File: config.mk
export PLATFORM = sky130hd
export DESIGN_NAME = uibm_top
export DESIGN_NICKNAME = d
export VERILOG_FILES = /design/src/logic/uibm_top.v
export VERILOG_INCLUDE_DIRS = /design/src /design/src/logic
export SDC_FILE = /design/constraint.sdc
export NUM_CORES = 1
export LEC_CHECK = 0
export ABC_AREA = 0
export BUFFER_PORTS_ARGS = -buffer_cell sky130_fd_sc_hd__buf_2
export CAP_MARGIN = 20
export CORE_MARGIN = 2
export CORE_UTILIZATION = 58
export DETAILED_ROUTE_END_ITERATION = 16
export PLACE_DENSITY_LB_ADDON = 0.1
export SYNTH_ARGS = -nofsm -noshare
export SYNTH_HDL_FRONTEND = slang
export SYNTH_SLANG_ARGS = --single-unit
File: constraint.sdc
create_clock -name clock_i -period 3.35 [get_ports clock_i]
set_input_delay 0.1675 -clock clock_i [delete_from_list [all_inputs] [get_ports clock_i]]
set_output_delay 0.1675 -clock clock_i [all_outputs]
set_load 0.005 [all_outputs]
File: src/logic/uibm_defines.vh
// register offsets, field positions and timing counts for the bank/mode/status block
// assumes a 25 MHz clock and an 8-bit register window
`ifndef UIBM_DEFINES_VH
`define UIBM_DEFINES_VH
`define UIBM_OFS_BANK_SEL   4'h3
`define UIBM_OFS_MODE_CTL   4'h4
`define UIBM_OFS_LINK_STAT  4'h5
`define UIBM_OFS_LINK_CTL   4'h6
`define UIBM_OFS_EXT_CTL1   4'h7
`define UIBM_OFS_FIFO_CTL   4'h8
`define UIBM_OFS_CFG        4'h9
`define UIBM_BIT_BANK_WINDOW_ENABLE       7
`define UIBM_BIT_IRQ_GATE   3
`define UIBM_BIT_LOOP       4
`define UIBM_BIT_DMA_EN     2
`define UIBM_BIT_TRANSMIT_DEFERRAL     3
`define UIBM_BIT_IPULSE     4
`define UIBM_MODE_UART      3'h0
`define UIBM_MODE_ASK       3'h2
`define UIBM_MODE_SIR       3'h3
`define UIBM_MODE_MIR       3'h4
`define UIBM_MODE_FIR       3'h5
`define UIBM_MODE_CREM      3'h6
`define UIBM_RST_MODE_CTL   8'h00
`define UIBM_RST_BANK_SEL   8'h00
`define UIBM_CLK_MHZ        25
`define UIBM_PULSE_NS       2000
`define UIBM_PULSE_CYC      ((`UIBM_PULSE_NS * `UIBM_CLK_MHZ) / 1000)
`endif

File: src/logic/uibm_top.v
// bank select, mode control and link status logic of a uart/ir controller
// assumes receiver/transmitter datapaths report events as one-cycle pulses on clock_i
`include "uibm_defines.vh"

// Notes on behaviour
// - window enable low selects bank zero
// - decode bank selector pattern into banks 0-7
// - link control image reads enable bit zero
// - mode control clears on reset, layout varies
// - extended mode keeps interrupt output enabled
// - basic mode gates interrupt with bit three
// - loop bit shared with extended control one
// - dma enable; dma reaches data regardless bank
// - transmit deferral only with transmit fifo
// - interaction pulse: set-only, 2us, self-clears
// - mode field; change soft-resets both directions
// - status bits 1-4 (7 in frame modes) sticky, clear on read
// - data available while receive data held
// - overrun on completion into full storage
// - parity fault set at fifo bottom
// - crc mismatch flagged in frame modes
// - framing fault and resync start bit
// - physical layer fault in frame modes
// - break detected, single zero character
// - oversize frame flagged in frame modes
// - holding free while transmit storage empty
// - fully empty needs idle front end
// - bit seven: errored char or frame end
module uibm_top (
  // clock and reset
  input  wire       clock_i,
  input  wire       rst_b_i,
  // register port
  input  wire [3:0] addr_i,
  input  wire [7:0] wdata_i,
  input  wire       wr_i,
  input  wire       rd_i,
  output reg  [7:0] rdata_o,
  // receive side status from datapath
  input  wire       rx_char_done_i,
  input  wire       rx_store_full_i,
  input  wire       status_queue_full_i,
  input  wire       rx_nonempty_i,
  input  wire       rx_bottom_i,
  input  wire       rx_bottom_parity_i,
  input  wire       rx_bottom_framing_i,
  input  wire       rx_bottom_break_i,
  input  wire       rx_bottom_crc_i,
  input  wire       rx_bottom_phy_i,
  input  wire       rx_bottom_oversize_i,
  input  wire       rx_bottom_frame_end_i,
  input  wire       rx_err_in_fifo_i,
  // transmit side status from datapath
  input  wire       tx_store_empty_i,
  input  wire       tx_front_idle_i,
  input  wire       tx_frame_end_i,
  // controls to datapath
  output reg  [2:0] bank_o,
  output reg        bank_reserved_o,
  output wire       extended_mode_o,
  output wire [2:0] operating_mode_field_o,
  output wire       loopback_o,
  output wire       irq_enable_o,
  output wire       dma_enable_o,
  output wire       dma_data_route_o,
  output wire       transmit_deferral_o,
  output wire       fifo_enable_o,
  output reg        rx_soft_reset_o,
  output reg        tx_soft_reset_o,
  output reg        ir_pulse_o,
  output wire       tx_data_write_o,
  output wire       rx_data_read_o
);
  parameter PULSE_CYC = `UIBM_PULSE_CYC;

  reg        rst_s1;
  reg        rst_s2;
  reg  [7:0] bank_selector;
  reg  [6:0] link_control;
  reg        irq_output_gate;
  reg        loop_bit;
  reg        dma_en;
  reg        transmit_deferral;
  reg        interaction_pulse_request;
  reg  [2:0] mode_field;
  reg        ext_sel;
  reg        fifo_en;
  reg  [4:0] sticky;
  reg        frame_end_reached;
  reg  [7:0] pulse_cnt;
  reg        tx_written;
  wire       frame_mode;
  wire       status_read;

  always @(posedge clock_i or negedge rst_b_i) begin
    if (!rst_b_i) begin
      rst_s1 <= 1'b0;
      rst_s2 <= 1'b0;
    end else begin
      rst_s1 <= 1'b1;
      rst_s2 <= rst_s1;
    end
  end

  assign frame_mode = ext_sel && (mode_field == `UIBM_MODE_MIR ||
                                  mode_field == `UIBM_MODE_FIR);

  // banks: 0 mode/status/tx data; bank select, ext1, fifo and cfg offsets act in every bank
  always @* begin
    bank_reserved_o = 1'b0;
    if (!bank_selector[`UIBM_BIT_BANK_WINDOW_ENABLE])
      bank_o = 3'h0;
    else if (!bank_selector[6] || bank_selector[1] || bank_selector[0])
      bank_o = 3'h1;
    else if (bank_selector[5] && !(bank_selector[4] && bank_selector[3]))
      bank_o = {bank_selector[4:3], bank_selector[2]} + 3'h2;
    else begin
      bank_o = 3'h0;
      bank_reserved_o = 1'b1;
    end
  end

  wire in_bank0 = (bank_o == 3'h0) && !bank_reserved_o;
  wire wr_bank  = wr_i && (addr_i == `UIBM_OFS_BANK_SEL);
  wire wr_mode  = wr_i && in_bank0 && (addr_i == `UIBM_OFS_MODE_CTL);
  wire wr_ext1  = wr_i && (addr_i == `UIBM_OFS_EXT_CTL1);
  wire wr_fifo  = wr_i && (addr_i == `UIBM_OFS_FIFO_CTL);
  wire wr_cfg   = wr_i && (addr_i == `UIBM_OFS_CFG);
  wire mode_chg = wr_mode && ext_sel && (wdata_i[7:5] != mode_field);
  assign status_read    = rd_i && in_bank0 && (addr_i == `UIBM_OFS_LINK_STAT);
  assign rx_data_read_o = 1'b0;
  // transmit data port write shares offset 0 of bank 0
  assign tx_data_write_o = wr_i && in_bank0 && (addr_i == 4'h0);

  // writes at the status offset are simply dropped
  always @(posedge clock_i or negedge rst_s2) begin
    if (!rst_s2) begin
      bank_selector             <= `UIBM_RST_BANK_SEL;
      link_control              <= 7'h00;
      irq_output_gate           <= 1'b0;
      loop_bit                  <= 1'b0;
      dma_en                    <= 1'b0;
      transmit_deferral                    <= 1'b0;
      interaction_pulse_request <= 1'b0;
      mode_field                <= 3'h0;
      ext_sel                   <= 1'b0;
      fifo_en                   <= 1'b0;
      rx_soft_reset_o           <= 1'b0;
      tx_soft_reset_o           <= 1'b0;
      ir_pulse_o                <= 1'b0;
      pulse_cnt                 <= 8'h00;
      tx_written                <= 1'b0;
    end else begin
      rx_soft_reset_o <= mode_chg || (wr_fifo && wdata_i[1]);
      tx_soft_reset_o <= mode_chg || (wr_fifo && wdata_i[2]);
      if (wr_bank) begin
        bank_selector <= wdata_i;
        if (!wdata_i[`UIBM_BIT_BANK_WINDOW_ENABLE])
          link_control <= wdata_i[6:0];
      end
      if (wr_fifo)
        fifo_en <= wdata_i[0];
      if (wr_cfg)
        ext_sel <= wdata_i[0];
      if (wr_ext1)
        loop_bit <= wdata_i[`UIBM_BIT_LOOP];
      if (wr_mode) begin
        if (ext_sel) begin
          dma_en     <= wdata_i[`UIBM_BIT_DMA_EN];
          transmit_deferral     <= wdata_i[`UIBM_BIT_TRANSMIT_DEFERRAL];
          mode_field <= wdata_i[7:5];
        end else begin
          irq_output_gate <= wdata_i[`UIBM_BIT_IRQ_GATE];
          loop_bit        <= wdata_i[`UIBM_BIT_LOOP];
        end
      end
      // set wins over the self-clear when both land together
      if (wr_mode && ext_sel && wdata_i[`UIBM_BIT_IPULSE])
        interaction_pulse_request <= 1'b1;
      else if (tx_soft_reset_o)
        interaction_pulse_request <= 1'b0;
      else if (frame_mode && tx_frame_end_i && interaction_pulse_request)
        interaction_pulse_request <= 1'b0;
      if (frame_mode && tx_frame_end_i && interaction_pulse_request) begin
        ir_pulse_o <= 1'b1;
        pulse_cnt  <= PULSE_CYC[7:0] - 8'h01;
      end else if (pulse_cnt != 8'h00)
        pulse_cnt <= pulse_cnt - 8'h01;
      else
        ir_pulse_o <= 1'b0;
      // masks the datapath's one-cycle lag after a write, no longer
      tx_written <= tx_data_write_o;
    end
  end

  assign extended_mode_o        = ext_sel;
  assign operating_mode_field_o = mode_field;
  assign loopback_o             = loop_bit;
  assign irq_enable_o           = ext_sel ? 1'b1 : irq_output_gate;
  assign dma_enable_o           = ext_sel && dma_en;
  assign dma_data_route_o       = dma_enable_o;  // ignores bank
  assign fifo_enable_o          = fifo_en || frame_mode ||
                                  (ext_sel && mode_field == `UIBM_MODE_CREM);
  assign transmit_deferral_o    = ext_sel && transmit_deferral && fifo_enable_o;

  // sticky event capture; index 0 overrun, 1 parity/crc, 2 framing/phy, 3 break/size
  wire ev_overrun = rx_char_done_i &&
                    (rx_store_full_i || (frame_mode && status_queue_full_i));
  wire ev_b2 = frame_mode ? (rx_bottom_i && rx_bottom_crc_i)
                          : (rx_bottom_i && rx_bottom_parity_i);
  wire ev_b3 = frame_mode ? (rx_bottom_i && rx_bottom_phy_i)
                          : (rx_bottom_i && rx_bottom_framing_i);
  wire ev_b4 = frame_mode ? (rx_bottom_i && rx_bottom_oversize_i)
                          : (rx_bottom_i && rx_bottom_break_i);
  wire ev_fe = frame_mode && rx_bottom_i && rx_bottom_frame_end_i;

  always @(posedge clock_i or negedge rst_s2) begin
    if (!rst_s2) begin
      sticky            <= 5'h00;
      frame_end_reached <= 1'b0;
    end else begin
      // an event in the read cycle survives the clear
      sticky <= ((status_read || rx_soft_reset_o) ? 5'h00 : sticky) |
                {1'b0, ev_b4, ev_b3, ev_b2, ev_overrun};
      frame_end_reached <= ((status_read || rx_soft_reset_o) ? 1'b0 : frame_end_reached)
                           | ev_fe;
    end
  end

  wire tx_free = tx_store_empty_i && !tx_written;
  wire [7:0] status_image = {
    frame_mode ? frame_end_reached : (ext_sel && rx_err_in_fifo_i),
    tx_free && tx_front_idle_i,
    tx_free,
    sticky[3:0],
    rx_nonempty_i
  };

  always @(posedge clock_i or negedge rst_s2) begin
    if (!rst_s2)
      rdata_o <= 8'h00;
    else if (rd_i) begin
      case (addr_i)
        `UIBM_OFS_BANK_SEL:  rdata_o <= bank_selector;
        `UIBM_OFS_MODE_CTL:  rdata_o <= !in_bank0 ? 8'h00 : ext_sel ?
                               {mode_field, interaction_pulse_request, transmit_deferral, dma_en, 2'b00} :
                               {3'b000, loop_bit, irq_output_gate, 3'b000};
        `UIBM_OFS_LINK_STAT: rdata_o <= in_bank0 ? status_image : 8'h00;
        `UIBM_OFS_LINK_CTL:  rdata_o <= {1'b0, link_control};
        `UIBM_OFS_EXT_CTL1:  rdata_o <= {3'b000, loop_bit, 4'h0};
        `UIBM_OFS_CFG:       rdata_o <= {7'h00, ext_sel};
        default:             rdata_o <= 8'h00;
      endcase
    end else
      rdata_o <= 8'h00;
  end
endmodule

==> results of run 1 <==
worst max-delay path, cell delays in order (launching register included):
cell and delay [ns]:
dfrtp_1 0.42, ha_1 0.33, nor2_1 0.19, a41oi_4 0.26
nor4_1 0.43, buf_2 0.19
Yosys cell counts (4+ instances only):
cell type and number:
a21oi_1 9, nor2_1 25, dfrtp_1 52, mux2_2 20
o21ai_0 6, a22oi_1 7, nand2_1 18, mux2_4 9
clkbuf_1 4, xnor2_1 5, nand2b_1 4, a22o_1 6
nand3_1 7, inv_1 8
sequential cells by signal (all words and copies together), names as in the netlist, 3 cells and up:
| register | flops |
|---|---|
| operating_mode_field_o | 3 |
| bank_selector | 8 |
| link_control | 7 |
| sticky | 4 |
| rdata_o | 8 |
| pulse_cnt | 8 |
stage by stage:
step	power, µW	setup WS (ns)	hold WS [ns]	instances
after floorplan	1134	1.601	-0.1281	241
after global placement	1249	1.411	-0.04756	340
after detailed placement	1264	1.423	-0.04614	340
after CTS	1683	1.051	0.09848	349
after global routing	1766	0.8879	0.09457	350
final	1677	1.058	0.09973	350
worst min path at each step:
stage                                to           start  depth (start not counted)  slack (ns)
detailed placement     rst_s1$_DFF_PN0_         rst_b_i                          1       -0.05
finish              sticky[0]$_DFF_PN0_  rx_char_done_i                          2         0.1
CTS                 sticky[0]$_DFF_PN0_  rx_char_done_i                          2         0.1
global route        sticky[0]$_DFF_PN0_  rx_char_done_i                          2        0.09
floorplan              rst_s1$_DFF_PN0_         rst_b_i                          0       -0.13
global placement       rst_s1$_DFF_PN0_         rst_b_i                          1       -0.05
layout make-up:
cell class / instances / area (µm²)
multi-input combinational: 171 / 1305
sequential: 52 / 1303
fill: 344 / 1289
timing repair buffer: 59 / 315.3
clock buffer: 6 / 72.57
tap: 52 / 65.06
clock inverter: 2 / 35.03
inverter: 8 / 30.03
where the power goes:
group	leakage, µW	internal (µW)	switching, µW
Combinational	0.000804	212	191
Clock	0.0000552	222	197
Sequential	0.000643	737	119
Total	0.00150	1170	507
layer usage:
layer / wire (µm) / global-route usage (%)
met5: 0 / 0
met2: 2626 / 34.76
met3: 345 / 3.889
met4: 72 / 5.660
met1: 2773 / 37.12
cell families (layout without fill, tap and decap cells):
group / count (synthesis) / after routing
compound gates: 43 / 43
xor+xnor: 8 / 8
fa+ha+maj: 3 / 3
buf+inv: 18 / 75
flops: 52 / 52
mux: 32 / 32
other cells: 2 / 2
simple gates: 83 / 83
==> results.cfg, run 1 <==
[clocking]
postCtsHoldBufs = 1
htreeDepth = 2
cts.clk_slew.worst_paths_ns = 0.10
post_cts_buffers = 0
cts_buffers = 5
post_cts_resized = 0
clk_latency_ns = 0.30
clkSinkCount = 52
clock_path_buffers = 2
cts_tree = yes
cts-root-buf = clkbuf_8

[die]
io_pins = 59
rows = 24
die_w_um = 72.25
die_area_um2 = 5219
initial_core_util_pct = 61.20
die_h_um = 72.25
coreArea_um2 = 4414

[synth]
yosys_register_bits = 52
async_flop_share_pct = 100.0
synth_top_area_share_pct = 48.17
synth.distinct_cells = 50
synth.net_count = 276
yosysTopAreaCell = dfrtp_1
synthAdderAreaFrac_pct = 1.390
ys.flop_type = dfrtp_1
synth-simple-area-share_pct = 17.51
synth_mux_area_share_pct = 14.45
synth_compound_area_share_pct = 12.09
synth-edff-count = 0
synth-seq-area-share_pct = 48.17
synth_area_leaders = dfrtp_1 (48%), mux2_2 (8.3%), mux2_4 (5.0%), nor2_1 (3.5%), nand2_1 (2.5%)
synthCells = 241
ys_warn_count = 0
avgSynthCellArea_um2 = 11.21
synth_top_family_by_area = simple AND/OR/NAND/NOR gates
syn-cell-area_um2 = 2701
synth-xor-area-share_pct = 2.594

[setup_path]
r2r_slack_ns = 1.39
worst_ep_arrival_time_ns = 2.12
r2r_end = sticky[1]$_DFF_PN0_
cp.required_ns = 3.18
r2r-start = bank_selector[3]$_DFFE_PN0P_
crit_path_start_kind = register
worstRegToRegCells = 6
crit_path_end = tx_data_write_o
worstPathMaxFanout = 8
startpoint = bank_selector[3]$_DFFE_PN0P_
path_class = reg2out
end_kind = output pin

[drt]
via_count = 2009
ant_nets = 0
first_pass_iters = 4
drt-total-wl_mm = 5.817
viasPerCell = 5.740
drc = 0
drt-wirelength-per-cell_um = 16.62
drtIter0Drc = 166

[power_and_ir_drop]
p_leak_uw = 0.001502
pwr_density_cell_nw_per_um2 = 536.7
irDropWorstVdd_mv = 0.2969

[timing]
worstMarginPinSlew_ns = 0.5770
fin_crit_ns = 2.292
rsz0062_at_grt = false
timing.slew.headroom_pct = 61.46
hold_viol = 0
setup_viol = 0
final.setup_skew_ns = 0.01129
setup_tns_ns = 0
fmax_ghz = 0.4363
final_max_slew_viol_count = 0
period_share_pct = 68.41

[final_layout]
final_cell_mix = buf_2 (57), dfrtp_1 (51), nor2_1 (25)
fin_util_pct = 70.80
fin_area_um2 = 3126
antenna_cells = 0
layout-drive-gt1-share_pct = 36.58
fin_nets = 332
final_common_cell = buf_2
area_growth_syn_to_layout_pct = 15.70

[outcome]
run_status = finished clean

[global_route]
grt_pass1_wl_mm = 9.384
grt_pass1_vias = 1856
grt_usage_pct = 23.75
antenna_found_initial = 0
grt_start_max_net_pins = 51
overflow = 0

[run]
drv_cap = 0

[place]
port_buffers = 57
place_area_um2 = 2988
gp_congestion = 0.8805
dpl.hpwl_mm = 4.366

[worst_hold_path]
worst_hold_path_type = in2reg
Note: power is estimated with default switching activity, not from simulation.
==> run 2, diff against run 1 <==
--- a/config.mk
+++ b/config.mk
@@ -10,7 +10,7 @@
 export BUFFER_PORTS_ARGS = -buffer_cell sky130_fd_sc_hd__buf_2
 export CAP_MARGIN = 20
 export CORE_MARGIN = 2
-export CORE_UTILIZATION = 58
+export CORE_UTILIZATION = 54
 export DETAILED_ROUTE_END_ITERATION = 16
 export PLACE_DENSITY_LB_ADDON = 0.1
 export SYNTH_ARGS = -nofsm -noshare
==> constraint.sdc (replaced) <==
create_clock -name clock_i -period 2.4 [get_ports clock_i]
set_input_delay 0.12 -clock clock_i [delete_from_list [all_inputs] [get_ports clock_i]]
set_output_delay 0.12 -clock clock_i [all_outputs]
set_load 0.005 [all_outputs]
==> results.cfg, run 2 (same netlist as run 1, synthesis figures left out) <==
[outcome]
run_status = finished clean

[setup_path]
worst_ep_arrival_time_ns = 2.02
crit_path_start_kind = register
r2r-start = bank_selector[3]$_DFFE_PN0P_
cp.required_ns = 2.28
worstRegToRegCells = 5
worstPathMaxFanout = 8
r2r_slack_ns = 0.43
r2r_end = dma_en$_DFFE_PN0P_
end_kind = output pin
path_class = reg2out

[final_layout]
layout-drive-gt1-share_pct = 37.54
stdcell_count = 368
area_growth_syn_to_layout_pct = 17.00
top_regs = bank_selector x8, pulse_cnt x8, rdata_o x8
antenna_cells = 0
final_cell_mix = buf_2 (57), dfrtp_1 (51), nor2_1 (25)
final_common_cell = buf_2
fin_nets = 335
fin_util_pct = 66.04

[clocking]
cts_buffers = 5
cts.clk_slew.worst_paths_ns = 0.09
cts_tree = yes
cts-root-buf = clkbuf_8
htreeDepth = 2
clk_latency_ns = 0.31
clock_path_buffers = 2
clkSinkCount = 52

[timing]
setup_tns_ns = 0
worstMarginPinSlew_ns = 0.5926
hold_viol = 0
period_share_pct = 89.03
fin_crit_ns = 2.137
final_max_slew_viol_count = 0
rsz0062_at_grt = false
final.setup_skew_ns = 0.006640
fmax_ghz = 0.4680
hold_ws_ns = 0.04603
timing.slew.headroom_pct = 60.41
setup_viol = 0

[power_and_ir_drop]
clockPowerShare_pct = 25.0
p_leak_uw = 0.001513
p_int_uw = 1638
pwr_density_cell_nw_per_um2 = 747.6
p_total_uw = 2363
irDropWorstVdd_mv = 0.3935
seqPwrFrac_pct = 49.8
switching_share_pct = 30.66
p_comb_share_pct = 25.2
power.net_switching_uw = 724.5

[global_route]
grt_use_met3_pct = 5.087
grt_pass1_wl_mm = 9.984
overflow = 0
grt.busiest_layer = met2
antenna_found_initial = 0
grt_start_max_net_pins = 19
use_met1_pct = 35.81
grt_usage_pct = 24.65
grt_pass1_vias = 1938
grt_use_met2_pct = 37.56

[die]
die_h_um = 74.73
coreArea_um2 = 4786
die_area_um2 = 5585
initial_core_util_pct = 56.44
rows = 25
io_pins = 59
die_w_um = 74.73

[drt]
drt-wirelength-per-cell_um = 17.09
drc = 0
drt-total-wl_mm = 6.288
viasPerCell = 5.495
first_pass_iters = 5
ant_nets = 0
drtIter0Drc = 94
via_count = 2022

[worst_hold_path]
hp-start = rx_char_done_i
min_to = sticky[0]$_DFF_PN0_
hold_path_depth = 2
worst_hold_path_type = in2reg

[place]
dpl.hpwl_mm = 4.796
gp_congestion = 0.8667
port_buffers = 57
dp_cells = 359

[run]
drv_cap = 0
run 2: how the worst max path moves through the flow:
stage	from	cells past startpoint	to
after floorplan	bank_selector[3]$_DFFE_PN0P_	6	irq_output_gate$_DFFE_PN0P_
after global placement	bank_selector[3]$_DFFE_PN0P_	5	operating_mode_field_o[2]$_DFFE_PN0P_
after detailed placement	bank_selector[3]$_DFFE_PN0P_	5	dma_en$_DFFE_PN0P_
after CTS	bank_selector[3]$_DFFE_PN0P_	5	tx_data_write_o
after global routing	bank_selector[3]$_DFFE_PN0P_	5	tx_data_write_o
final	bank_selector[3]$_DFFE_PN0P_	5	tx_data_write_o
run 2: repair_timing:
action,in CTS,in global routing
hold endpoints to repair,2,0
setup buffers,0,0
endpoints found under the setup margin,0,1
hold buffers,1,0
resized for setup,0,1
run 2: per-layer routing:
| metal | up-vias | part of all wire, % |
|---|---|---|
| met1 | 968 | 45 |
| met4 | 0 | 1.9 |
| met5 | - | 0 |
| met2 | 76 | 47 |
| met3 | 13 | 5.6 |
| li1 | 965 | - |
run 2: power groups by stage:
stage / Combinational, µW / Sequential [µW] / Clock [µW]
5_1_grt: 662 / 1200 / 644
3_5_place_dp: 593 / 1190 / 0
3_3_place_gp: 574 / 1190 / 0
4_1_cts: 599 / 1170 / 603
2_1_floorplan: 428 / 1150 / 0
6_report: 595 / 1180 / 591
run 2: metrics by stage:
stage	worst slack [ns]	instance area (µm²)
4_1_cts	0.1625	3154
3_5_place_dp	0.4833	3037
5_1_grt	0.1421	3161
6_report	0.2634	3161
2_1_floorplan	0.6510	2701
3_3_place_gp	0.5537	3037
run 2: worst max-delay path, stage by stage, from the launching register on:
cell and delay, ns:
dfrtp_1 0.43, ha_1 0.33, nor2_1 0.19, a41oi_4 0.26, nor4_2 0.32, buf_2 0.17
run 2: layout make-up:
type	instances	area, µm²
inverters	8	30.03
repair buffers	62	325.3
well taps	67	83.83
fillers	409	1625
multi-input cells	171	1311
clock inverters	2	35.03
clock buffers	6	72.57
flip-flops and latches	52	1303
